[src/core/clp_pkg.sv]
// Package for the core low-power state controller: register offsets, field
// positions, reset values, state enumerations and timing counts.
// Assumes a 50 MHz platform clock and a byte-addressed 32-bit register port.
package clp_pkg;

   // Platform clock period and the time figures derived from it.
   localparam int CLK_PERIOD_NS = 20;
   localparam int WAKE_LIMIT_CLKS = 100;
   localparam int WAKE_CYCLES = WAKE_LIMIT_CLKS;
   localparam int ENTRY_CYCLES = 4;
   localparam int QM_STEP_CYCLES = 16;

   // Register bus geometry.
   localparam int ADDR_W = 8;
   localparam int DATA_W = 32;

   // Register offsets (byte addresses, one aligned word each).
   localparam logic [7:0] REG_PM_ENTER = 8'h00;
   localparam logic [7:0] REG_PM_WAKE = 8'h04;
   localparam logic [7:0] REG_CLK_DISABLE = 8'h08;
   localparam logic [7:0] REG_CLUSTER = 8'h0C;
   localparam logic [7:0] REG_QM_MEMBERS = 8'h10;
   localparam logic [7:0] REG_QM_NAP_LEVEL = 8'h14;
   localparam logic [7:0] REG_QM_WAKE_LEVEL = 8'h18;
   localparam logic [7:0] REG_CORE_STATUS = 8'h1C;
   localparam logic [7:0] REG_VOLT_CODE = 8'h20;
   localparam logic [7:0] REG_LINK_STATUS = 8'h24;

   // Field positions.
   localparam int F_TARGET_LSB = 0;
   localparam int F_TARGET_W = 4;
   localparam int F_STATE_LSB = 8;
   localparam int F_STATE_W = 2;
   localparam int F_CL_NAP = 0;
   localparam int F_CL_WAKE = 1;
   localparam int F_CL_ACTIVE = 2;
   localparam int CORE_STATUS_W = 4;

   // Requested low-power state codes in the entry register.
   localparam logic [1:0] REQ_DOZE = 2'h1;
   localparam logic [1:0] REQ_NAP = 2'h2;

   // Reset values.
   localparam logic [15:0] QM_NAP_LEVEL_RST = 16'h0004;
   localparam logic [15:0] QM_WAKE_LEVEL_RST = 16'h0040;

   // Per-core power states.
   typedef enum logic [2:0] {
      CORE_RUN,
      CORE_DOZE,
      CORE_NAP_ENTER,
      CORE_NAP,
      CORE_WAKING
   } clp_core_state_type;

   // Cluster power states.
   typedef enum logic [1:0] {
      CL_RUN,
      CL_NAP,
      CL_WAKING
   } clp_cl_state_type;

endpackage

[src/core/clp_core_ctl.sv]
// One core's low-power sequencer: light doze, deep nap, entry and wake-up.
// Assumes all inputs come from logic on the platform clock; the top level
// decides which register wakes are legal before they reach this module.
`timescale 1ns/1ps
module clp_core_ctl (
   input wire logic clk,
   input wire logic rst_n,
   input wire logic ce,
   input wire logic reg_doze,
   input wire logic reg_nap,
   input wire logic reg_wake,
   input wire logic [1:0] thread_wait,
   input wire logic hw_wake,
   input wire logic cluster_hold,
   output logic fetch_en,
   output logic snoop_en,
   output logic core_clk_on,
   output logic retention_en,
   output logic [1:0] thread_halted,
   output logic in_doze,
   output logic [clp_pkg::CORE_STATUS_W-1:0] status
);
   import clp_pkg::*;

   clp_core_state_type state;
   logic by_reg;
   logic wake_pending;
   logic [7:0] count;
   logic wake_now;

   // A register-placed core ignores its own hardware wake sources.
   assign wake_now = reg_wake | (hw_wake & ~by_reg);

   // Main sequencer; nothing moves while the cluster holds the clocks off.
   always_ff @(posedge clk) begin
      if (!rst_n) begin
         state <= CORE_RUN;
         by_reg <= 1'b0;
         wake_pending <= 1'b0;
         count <= 8'h00;
      end else if (ce && !cluster_hold) begin
         case (state)
            CORE_RUN: begin
               wake_pending <= 1'b0;
               if (reg_nap) begin
                  state <= CORE_NAP_ENTER;
                  by_reg <= 1'b1;
                  count <= 8'h00;
               end else if (reg_doze) begin
                  state <= CORE_DOZE;
                  by_reg <= 1'b1;
               end else if (&thread_halted) begin
                  state <= CORE_NAP_ENTER;
                  by_reg <= 1'b0;
                  count <= 8'h00;
               end
            end
            CORE_DOZE: begin
               if (reg_nap) begin
                  state <= CORE_NAP_ENTER;
                  count <= 8'h00;
               end else if (wake_now) begin
                  state <= CORE_RUN;
                  by_reg <= 1'b0;
               end
            end
            CORE_NAP_ENTER: begin
               // A wake during entry is held and served once entry completes.
               if (wake_now) begin
                  wake_pending <= 1'b1;
               end
               if (count == 8'(ENTRY_CYCLES - 1)) begin
                  count <= 8'h00;
                  state <= (wake_pending || wake_now) ? CORE_WAKING : CORE_NAP;
               end else begin
                  count <= count + 8'h01;
               end
            end
            CORE_NAP: begin
               wake_pending <= 1'b0;
               if (wake_now) begin
                  state <= CORE_WAKING;
                  count <= 8'h00;
               end
            end
            CORE_WAKING: begin
               if (count == 8'(WAKE_CYCLES - 1)) begin
                  state <= CORE_RUN;
                  by_reg <= 1'b0;
                  count <= 8'h00;
               end else begin
                  count <= count + 8'h01;
               end
            end
            default: begin
               state <= CORE_RUN;
            end
         endcase
      end
   end

   // Per-thread halt flags; a wake event releases both threads. A halt in the same cycle as a hardware
   // wake in run still counts, but while waking the flags follow thread_wait, so only a last-cycle halt stays.
   always_ff @(posedge clk) begin
      if (!rst_n) begin
         thread_halted <= 2'b00;
      end else if (ce) begin
         if (state == CORE_WAKING || (state == CORE_RUN && hw_wake)) begin
            thread_halted <= thread_wait;
         end else begin
            thread_halted <= thread_halted | thread_wait;
         end
      end
   end

   // Doze keeps snoops and state; nap stops everything under retention.
   assign fetch_en = (state == CORE_RUN) && !cluster_hold && !(&thread_halted);
   assign snoop_en = (state == CORE_RUN || state == CORE_DOZE) && !cluster_hold;
   assign core_clk_on = (state != CORE_NAP) && !cluster_hold;
   assign retention_en = (state == CORE_NAP) || cluster_hold;
   assign in_doze = (state == CORE_DOZE);
   assign status = {retention_en, ~core_clk_on, ~snoop_en, ~fetch_en};

endmodule

[src/core/clp_top.sv]
// Core low-power state controller: block clock gating, static clock
// disable, link idle signalling, voltage code, per-core and cluster power
// states and load-driven nap/wake hints for one pool channel.
// Assumes one platform clock; the voltage code pins are asynchronous.
`timescale 1ns/1ps
module clp_top #(
   parameter int NUM_CORES = 4,
   parameter int NUM_BLOCKS = 8,
   parameter int LPI_IDLE_CYCLES = 50000,
   parameter int VCODE_W = 8
) (
   input wire logic clk,
   input wire logic rst_n,
   input wire logic ce,
   input wire logic [clp_pkg::ADDR_W-1:0] reg_addr,
   input wire logic [clp_pkg::DATA_W-1:0] reg_wdata,
   input wire logic reg_wr,
   input wire logic reg_rd,
   input wire logic [3:0] reg_writer_core,
   output logic [clp_pkg::DATA_W-1:0] reg_rdata,
   input wire logic [NUM_BLOCKS-1:0] blk_work,
   input wire logic [NUM_BLOCKS-1:0] blk_busy,
   output logic [NUM_BLOCKS-1:0] blk_clk_en,
   input wire logic tx_active,
   output logic lpi_req,
   input wire logic [VCODE_W-1:0] vcode_pin,
   input wire logic [2*NUM_CORES-1:0] thread_wait,
   input wire logic [NUM_CORES-1:0] ext_trigger,
   input wire logic [NUM_CORES-1:0] irq,
   input wire logic [NUM_CORES-1:0] doorbell,
   input wire logic [NUM_CORES-1:0] l1_stash,
   input wire logic [NUM_CORES-1:0] resv_lost,
   input wire logic l2_flushed,
   output logic [NUM_CORES-1:0] fetch_en,
   output logic [NUM_CORES-1:0] snoop_en,
   output logic [NUM_CORES-1:0] core_clk_en,
   output logic [NUM_CORES-1:0] retention_en,
   output logic cluster_nap,
   input wire logic [15:0] pool_depth,
   output logic [2*NUM_CORES-1:0] qm_nap_hint
);
   import clp_pkg::*;

   localparam int NT = 2 * NUM_CORES;

   logic [NUM_BLOCKS+NUM_CORES-1:0] clk_off;
   logic [NUM_CORES-1:0] enter_doze;
   logic [NUM_CORES-1:0] enter_nap;
   logic [NUM_CORES-1:0] reg_wake;
   logic [NUM_CORES-1:0] hw_wake;
   logic [NUM_CORES-1:0] in_doze;
   logic [NUM_CORES-1:0] core_clk_on;
   logic [NT-1:0] thread_halted;
   logic [NUM_CORES*CORE_STATUS_W-1:0] core_status;
   logic [NT-1:0] qm_members;
   logic [15:0] qm_nap_level;
   logic [15:0] qm_wake_level;
   logic [NT-1:0] qm_wake;
   logic [NUM_CORES-1:0] qm_core_wake;
   logic [7:0] qm_step;
   logic [31:0] idle_count;
   logic [VCODE_W-1:0] vcode_meta;
   logic [VCODE_W-1:0] vcode_sync;
   logic [VCODE_W-1:0] volt_code;
   logic vcode_taken;
   logic [1:0] vcode_settle;
   clp_cl_state_type cl_state;
   logic [7:0] cl_count;
   logic [F_TARGET_W-1:0] wr_target;
   logic [F_STATE_W-1:0] wr_state;
   logic wr_enter;
   logic wr_wake;

   assign wr_target = reg_wdata[F_TARGET_LSB +: F_TARGET_W];
   assign wr_state = reg_wdata[F_STATE_LSB +: F_STATE_W];
   assign wr_enter = ce && reg_wr && reg_addr == REG_PM_ENTER;
   assign wr_wake = ce && reg_wr && reg_addr == REG_PM_WAKE;

   // Static clock disable bits can only be set; clearing needs a chip reset.
   always_ff @(posedge clk) begin
      if (!rst_n) begin
         clk_off <= '0;
      end else if (ce && reg_wr && reg_addr == REG_CLK_DISABLE) begin
         clk_off <= clk_off | reg_wdata[NUM_BLOCKS+NUM_CORES-1:0];
      end
   end

   // Registered gate: work seen this cycle turns the clock on next cycle.
   always_ff @(posedge clk) begin
      if (!rst_n) begin
         blk_clk_en <= '0;
      end else if (ce) begin
         blk_clk_en <= ~clk_off[NUM_BLOCKS-1:0] & (blk_work | blk_busy);
      end
   end

   // Transmit idle counter; the count saturates so the request holds.
   always_ff @(posedge clk) begin
      if (!rst_n) begin
         idle_count <= 32'h0000_0000;
         lpi_req <= 1'b0;
      end else if (ce) begin
         if (tx_active) begin
            idle_count <= 32'h0000_0000;
            lpi_req <= 1'b0;
         end else if (idle_count >= 32'(LPI_IDLE_CYCLES - 1)) begin
            lpi_req <= 1'b1;
         end else begin
            idle_count <= idle_count + 32'h0000_0001;
         end
      end
   end

   // Voltage code pins are asynchronous, so two flops precede the capture.
   always_ff @(posedge clk) begin
      if (!rst_n) begin
         vcode_meta <= '0;
         vcode_sync <= '0;
         vcode_settle <= 2'b00;
      end else if (ce) begin
         vcode_meta <= vcode_pin;
         vcode_sync <= vcode_meta;
         vcode_settle <= {vcode_settle[0], 1'b1};
      end
   end

   // The code is caught once after reset release, three edges in to let the
   // synchroniser settle; later pin noise cannot disturb it.
   always_ff @(posedge clk) begin
      if (!rst_n) begin
         volt_code <= '0;
         vcode_taken <= 1'b0;
      end else if (ce && !vcode_taken && vcode_settle[1]) begin
         volt_code <= vcode_sync;
         vcode_taken <= 1'b1;
      end
   end

   // Register entry and wake decode; a core may not wake itself.
   always_comb begin
      enter_doze = '0;
      enter_nap = '0;
      reg_wake = '0;
      for (int c = 0; c < NUM_CORES; c++) begin
         if (wr_enter && wr_target == F_TARGET_W'(c)) begin
            enter_doze[c] = (wr_state == REQ_DOZE);
            enter_nap[c] = (wr_state == REQ_NAP);
         end
         if (wr_wake && wr_target == F_TARGET_W'(c) && reg_writer_core != 4'(c)) begin
            reg_wake[c] = 1'b1;
         end
      end
   end

   // Hardware wake sources for halt-until-event exit.
   assign hw_wake = ext_trigger | irq | doorbell | l1_stash | resv_lost | qm_core_wake;

   // One sequencer per core.
   for (genvar c = 0; c < NUM_CORES; c++) begin : g_core
      logic clk_on_seq;
      clp_core_ctl u_core (
         .clk(clk),
         .rst_n(rst_n),
         .ce(ce),
         .reg_doze(enter_doze[c]),
         .reg_nap(enter_nap[c]),
         .reg_wake(reg_wake[c]),
         .thread_wait(thread_wait[2*c +: 2]),
         .hw_wake(hw_wake[c]),
         .cluster_hold(cluster_nap),
         .fetch_en(fetch_en[c]),
         .snoop_en(snoop_en[c]),
         .core_clk_on(clk_on_seq),
         .retention_en(retention_en[c]),
         .thread_halted(thread_halted[2*c +: 2]),
         .in_doze(in_doze[c]),
         .status(core_status[c*CORE_STATUS_W +: CORE_STATUS_W])
      );
      assign core_clk_on[c] = clk_on_seq;
      assign core_clk_en[c] = clk_on_seq && !clk_off[NUM_BLOCKS + c];
   end

   // Cluster nap needs every core dozing and the L2 flushed; wake-up takes
   // the same restart time as a single core.
   always_ff @(posedge clk) begin
      if (!rst_n) begin
         cl_state <= CL_RUN;
         cl_count <= 8'h00;
      end else if (ce) begin
         case (cl_state)
            CL_RUN: begin
               if (reg_wr && reg_addr == REG_CLUSTER && reg_wdata[F_CL_NAP] &&
                   (&in_doze) && l2_flushed) begin
                  cl_state <= CL_NAP;
               end
            end
            CL_NAP: begin
               if (reg_wr && reg_addr == REG_CLUSTER && reg_wdata[F_CL_WAKE]) begin
                  cl_state <= CL_WAKING;
                  cl_count <= 8'h00;
               end
            end
            CL_WAKING: begin
               if (cl_count == 8'(WAKE_CYCLES - 1)) begin
                  cl_state <= CL_RUN;
               end else begin
                  cl_count <= cl_count + 8'h01;
               end
            end
            default: begin
               cl_state <= CL_RUN;
            end
         endcase
      end
   end

   assign cluster_nap = (cl_state != CL_RUN);

   // Pool channel configuration registers.
   always_ff @(posedge clk) begin
      if (!rst_n) begin
         qm_members <= '0;
         qm_nap_level <= QM_NAP_LEVEL_RST;
         qm_wake_level <= QM_WAKE_LEVEL_RST;
      end else if (ce && reg_wr) begin
         if (reg_addr == REG_QM_MEMBERS) begin
            qm_members <= reg_wdata[NT-1:0];
         end
         if (reg_addr == REG_QM_NAP_LEVEL) begin
            qm_nap_level <= reg_wdata[15:0];
         end
         if (reg_addr == REG_QM_WAKE_LEVEL) begin
            qm_wake_level <= reg_wdata[15:0];
         end
      end
   end

   // Load-driven hints, one step per interval so the load can react before
   // the next thread is told to nap or woken.
   always_ff @(posedge clk) begin
      if (!rst_n) begin
         qm_nap_hint <= '0;
         qm_wake <= '0;
         qm_step <= 8'h00;
      end else if (ce) begin
         qm_wake <= '0;
         if (qm_step != 8'h00) begin
            qm_step <= qm_step - 8'h01;
         end else if (pool_depth > qm_wake_level) begin
            for (int t = NT - 1; t >= 0; t--) begin
               if (qm_members[t] && thread_halted[t]) begin
                  qm_wake <= NT'(1) << t;
               end
            end
            qm_nap_hint <= '0;
            qm_step <= 8'(QM_STEP_CYCLES - 1);
         end else if (pool_depth <= qm_nap_level) begin
            for (int t = 0; t < NT; t++) begin
               if (qm_members[t] && !qm_nap_hint[t] && !thread_halted[t] &&
                   !(|(qm_members & ~qm_nap_hint & ~thread_halted & ~(NT'(1) << t) &
                     ~((NT'(1) << t) - NT'(1))))) begin
                  qm_nap_hint[t] <= 1'b1;
               end
            end
            qm_step <= 8'(QM_STEP_CYCLES - 1);
         end
      end
   end

   // Fold the per-thread wake pulse onto its core.
   always_comb begin
      for (int c = 0; c < NUM_CORES; c++) begin
         qm_core_wake[c] = qm_wake[2*c] | qm_wake[2*c+1];
      end
   end

   // Read port: data stands the cycle after the strobe; unmapped reads zero.
   always_ff @(posedge clk) begin
      if (!rst_n) begin
         reg_rdata <= '0;
      end else if (ce) begin
         reg_rdata <= '0;
         if (reg_rd) begin
            case (reg_addr)
               REG_CLK_DISABLE: reg_rdata <= 32'(clk_off);
               REG_CLUSTER: reg_rdata <= 32'({cluster_nap, 2'b00});
               REG_QM_MEMBERS: reg_rdata <= 32'(qm_members);
               REG_QM_NAP_LEVEL: reg_rdata <= {16'h0000, qm_nap_level};
               REG_QM_WAKE_LEVEL: reg_rdata <= {16'h0000, qm_wake_level};
               REG_CORE_STATUS: reg_rdata <= 32'(core_status);
               REG_VOLT_CODE: reg_rdata <= 32'(volt_code);
               REG_LINK_STATUS: reg_rdata <= 32'({lpi_req, thread_halted});
               default: reg_rdata <= '0;
            endcase
         end
      end
   end

endmodule

[config.mk]
export PLATFORM = sky130hd
export DESIGN_NAME = clp_top
export DESIGN_NICKNAME = d
export VERILOG_FILES = /design/src/core/clp_pkg.sv /design/src/core/clp_core_ctl.sv /design/src/core/clp_top.sv
export SDC_FILE = /design/constraint.sdc
export NUM_CORES = 1
export LEC_CHECK = 0
export ABC_AREA = 0
export BUFFER_PORTS_ARGS = -buffer_cell sky130_fd_sc_hd__buf_4
export CAP_MARGIN = 5
export CELL_PAD_IN_SITES_DETAIL_PLACEMENT = 1
export CELL_PAD_IN_SITES_GLOBAL_PLACEMENT = 1
export CORE_ASPECT_RATIO = 1.25
export CORE_MARGIN = 2
export CORE_UTILIZATION = 39
export CTS_CLUSTER_DIAMETER = 80
export DETAILED_ROUTE_END_ITERATION = 7
export HOLD_SLACK_MARGIN = 0.03
export PLACE_DENSITY_LB_ADDON = 0.1
export SYNTH_ARGS = -nofsm -noshare
export SYNTH_HDL_FRONTEND = slang
export SYNTH_SLANG_ARGS = --single-unit
export TNS_END_PERCENT = 1
[constraint.sdc]
create_clock -name clk -period 2.5 [get_ports clk]
set_input_delay 0.25 -clock clk [delete_from_list [all_inputs] [get_ports clk]]
set_output_delay 0.25 -clock clk [all_outputs]
set_load 0.005 [all_outputs]
==> flow_summary.ini <==
[run_status]
status = finished, final reports clean

[setup_path]
cp.required_ns = 2.91
path_class = register to register
cp_num_cells = 7
critPathCaptureType = register
rrSetupSlack_ns = 0.03
rr_worst_depth = 7
critical_path.max_fanout = 5
cp-startpoint = g_core[3].u_core.count[1]$_SDFFE_PN0P_
cpLargestDelayFamily = simple AND/OR/NAND/NOR gates
worstPathCellList = ha_1 > or4b_2 > o311ai_2 > a21oi_2 > or3_1 > o211ai_1 > o21ai_1
crit_buf_inv = 0
slowest_stage = or4b_2
reg2reg_from = g_core[3].u_core.count[1]$_SDFFE_PN0P_
worstReg2RegEnd = g_core[3].u_core.state[1]$_SDFFE_PN0P_
max_stage_delay_ns = 0.66
crit_arrival_ns = 2.88
critPathLaunchType = register

[routing]
num_vias = 12418
firstDrtPassIters = 5
first_iter_violations = 690
viasPerCell = 5.56
ant_nets = 0
wl_per_cell_um = 19.5
wirelength_mm = 43.5
drc = 0

[clock_tree]
clk_pin_slew_worst_paths_ns = 0.06
cts_tree = done
clock_latency_ns = 0.53
cts_sinks = 230
clk_path_buf_depth = 3
cts_buffers = 26
htree_levels = 1
root_buffer = clkbuf_16

[die]
die_area_um2 = 33600
start_util_pct = 39.5
core_um2 = 31700
die_x_um = 164
die_y_um = 204
std_cell_rows = 73
io_pins = 185

[timing]
worst_pin_slew_ns = 0.571
period_share_pct = 98.7
hold_viol_final = 0
holdWs_ns = 0.0675
fin_crit_ns = 2.47
setup_ws_ns = 0.0319
rsz0062_at_grt = true
finalSetupViolCount = 0
timing.fmax_ghz = 0.405
final.setup_skew_ns = 0.00918
relSlewSlack_pct = 61.9
finalMaxSlewViolations = 0

[logic_synthesis]
synth_area_leaders = dfxtp_1, nor2b_1, nand2_1, nor2_1, ha_1
synth_area_um2 = 12500
synthDistinctLibCells = 80
synth_adder_area_share_pct = 3.90
synth_top_area_share_pct = 36.8
avgSynthCellArea_um2 = 8.09
synth-edff-count = 0
ys_seq_elements = 230
ys_seq_area_share_pct = 36.8
yosys_warnings = 0
yosysTopAreaCell = dfxtp_1
synth_compound_area_share_pct = 19.1
muxShareOfSynthArea_pct = 3.52
ys.flop_type = dfxtp_1
synth_top_family_by_area = simple AND/OR/NAND/NOR gates
async_flop_share_pct = 0
synth_xor_area_share_pct = 2.38
synth-simple-area-share_pct = 28.5
syn_inst = 1547

[global_route]
grt_usage_pct = 25.6
grt_pass1_wl_mm = 68.6
antenna_found_initial = 1
grt_pass1_vias = 12773
grt_max_degree = 69
overflow = 0

[min_path]
hp-start = tx_active
hold_depth = 4
min_delay_worst_endpoint = idle_count[1]$_SDFFE_PN0P_
hold_path_class = primary input to register

[place]
dp.cells = 2159
dpl_cell_area_um2 = 14800
port_buffers = 152
preCtsSetupSlack_ns = -0.270
dp_hpwl_mm = 32.7
gp_congestion = 0.875

[layout]
syn_to_final_growth_pct = 28.1
top_regs = g_core.u_core.count: 32 flops, idle_count: 32 flops
finalInstanceArea_um2 = 16000
drive_gt1_share_pct = 20.7
layout_commonest_cell = buf_4
nFillCells = 3817
fin_nets = 1961
fin_cells = 2232
layout_common_cells = buf_4, dfxtp_1, nand2_1

[power]
vdd_drop_max_v = 0.000528
power_density_nw_per_um2 = 521
leakage_nw = 6.19
power.total_mw = 8.35

[flow_run]
max-cap-violations = 0
-- stage by stage --
stage / setup TNS [ns] / util [%]
global placement: -4.57 / 46.8
global route: -0.976 / 50.6
CTS: 0 / 50.3
floorplan: -0.110 / -
finish: 0 / 50.6
detailed placement: -7.57 / 46.8
-- cell families after synthesis --
group	after synthesis
mux	44
simple gates	682
xor+xnor	34
buf+inv	163
other cells	1
compound gates	354
flops	230
fa+ha+maj	39
-- how the worst max path moves through the flow --
stage / end / slack (ns)
floorplan: g_core[2].u_core.state[2]$_SDFFE_PN0P_ / -0.01
CTS: qm_wake[5]$_SDFFE_PN0P_ / 0.006
global route: g_core[3].u_core.state[1]$_SDFFE_PN0P_ / -0.08
finish: g_core[3].u_core.state[1]$_SDFFE_PN0P_ / 0.03
detailed placement: g_core[1].u_core.count[7]$_SDFFE_PN0P_ / -0.27
global placement: g_core[2].u_core.state[2]$_SDFFE_PN0P_ / -0.19
-- area by class of cell --
cell class / count / area [um^2] / share of cell area (%)
flip-flops and latches: 230 / 4600 / 28.7
clock inverters: 5 / 27.5 / 0.172
multi-input cells: 1169 / 7400 / 46.2
inverters: 59 / 221 / 1.38
repair buffers: 317 / 2490 / 15.5
diodes: 1 / 2.50 / 0.0156
clock buffers: 39 / 771 / 4.81
well taps: 412 / 515 / 3.22
-- routing by layer --
metal | vias to the layer above | GRT usage, % | share of wire (%)
met3 | 82 | 3.04 | 3.9
met1 | 6106 | 31.2 | 43
li1 | 5984 | - | -
met4 | 0 | 9.09 | 3.4
met2 | 246 | 46.2 | 50
met5 | - | 0 | 0
-- synth_stat cells, types with 5 or more instances --
cell       count
nor2_1       139
mux2i_1       44
nand4_1       22
nand3_1       62
o22ai_1        6
nor3b_1       12
o21a_1        11
buf_4         29
or4_1          6
nor4_1        24
nand2_1      156
and4_1         6
xnor2_1       14
dfxtp_1      230
o31ai_1        7
xor2_1        20
a21oi_1       83
ha_1          39
o21ai_0       55
nor3_1        39
o2bb2ai_1      5
a21boi_0      55
and2_1        12
nand3b_1       9
and3_1        26
or3_1         10
o211ai_1      13
a22oi_1       27
nand4b_1       6
a31oi_1       27
or2_2          6
clkbuf_1      72
inv_1         56
nand2b_1      14
a221oi_1      10
nor2b_1      108
-- repair_timing --
item / 4_1_cts / 5_1_grt
endpoints found under the hold margin: 38 / 0
hold buffers: 27 / 0
setup endpoints to repair: 13 / 47
pin swaps: 1 / 8
buffers inserted: 1 / 0
resized for setup: 2 / 27
-- power by group --
group / leakage (nW) / switching (mW) / internal (mW) / total (mW)
clock network: 0.393 / 1.53 / 2.11 / 3.64
logic: 3.93 / 0.479 / 0.439 / 0.918
registers: 1.86 / 0.0720 / 3.73 / 3.80
total: 6.19 / 2.08 / 6.27 / 8.35
-- worst min-delay path: stages --
cell and delay [ns]:
buf_4 0.10, nor3b_1 0.04, a21oi_1 0.10, nor2b_1 0.05
No activity file was read; power rests on OpenSTA's default activity.
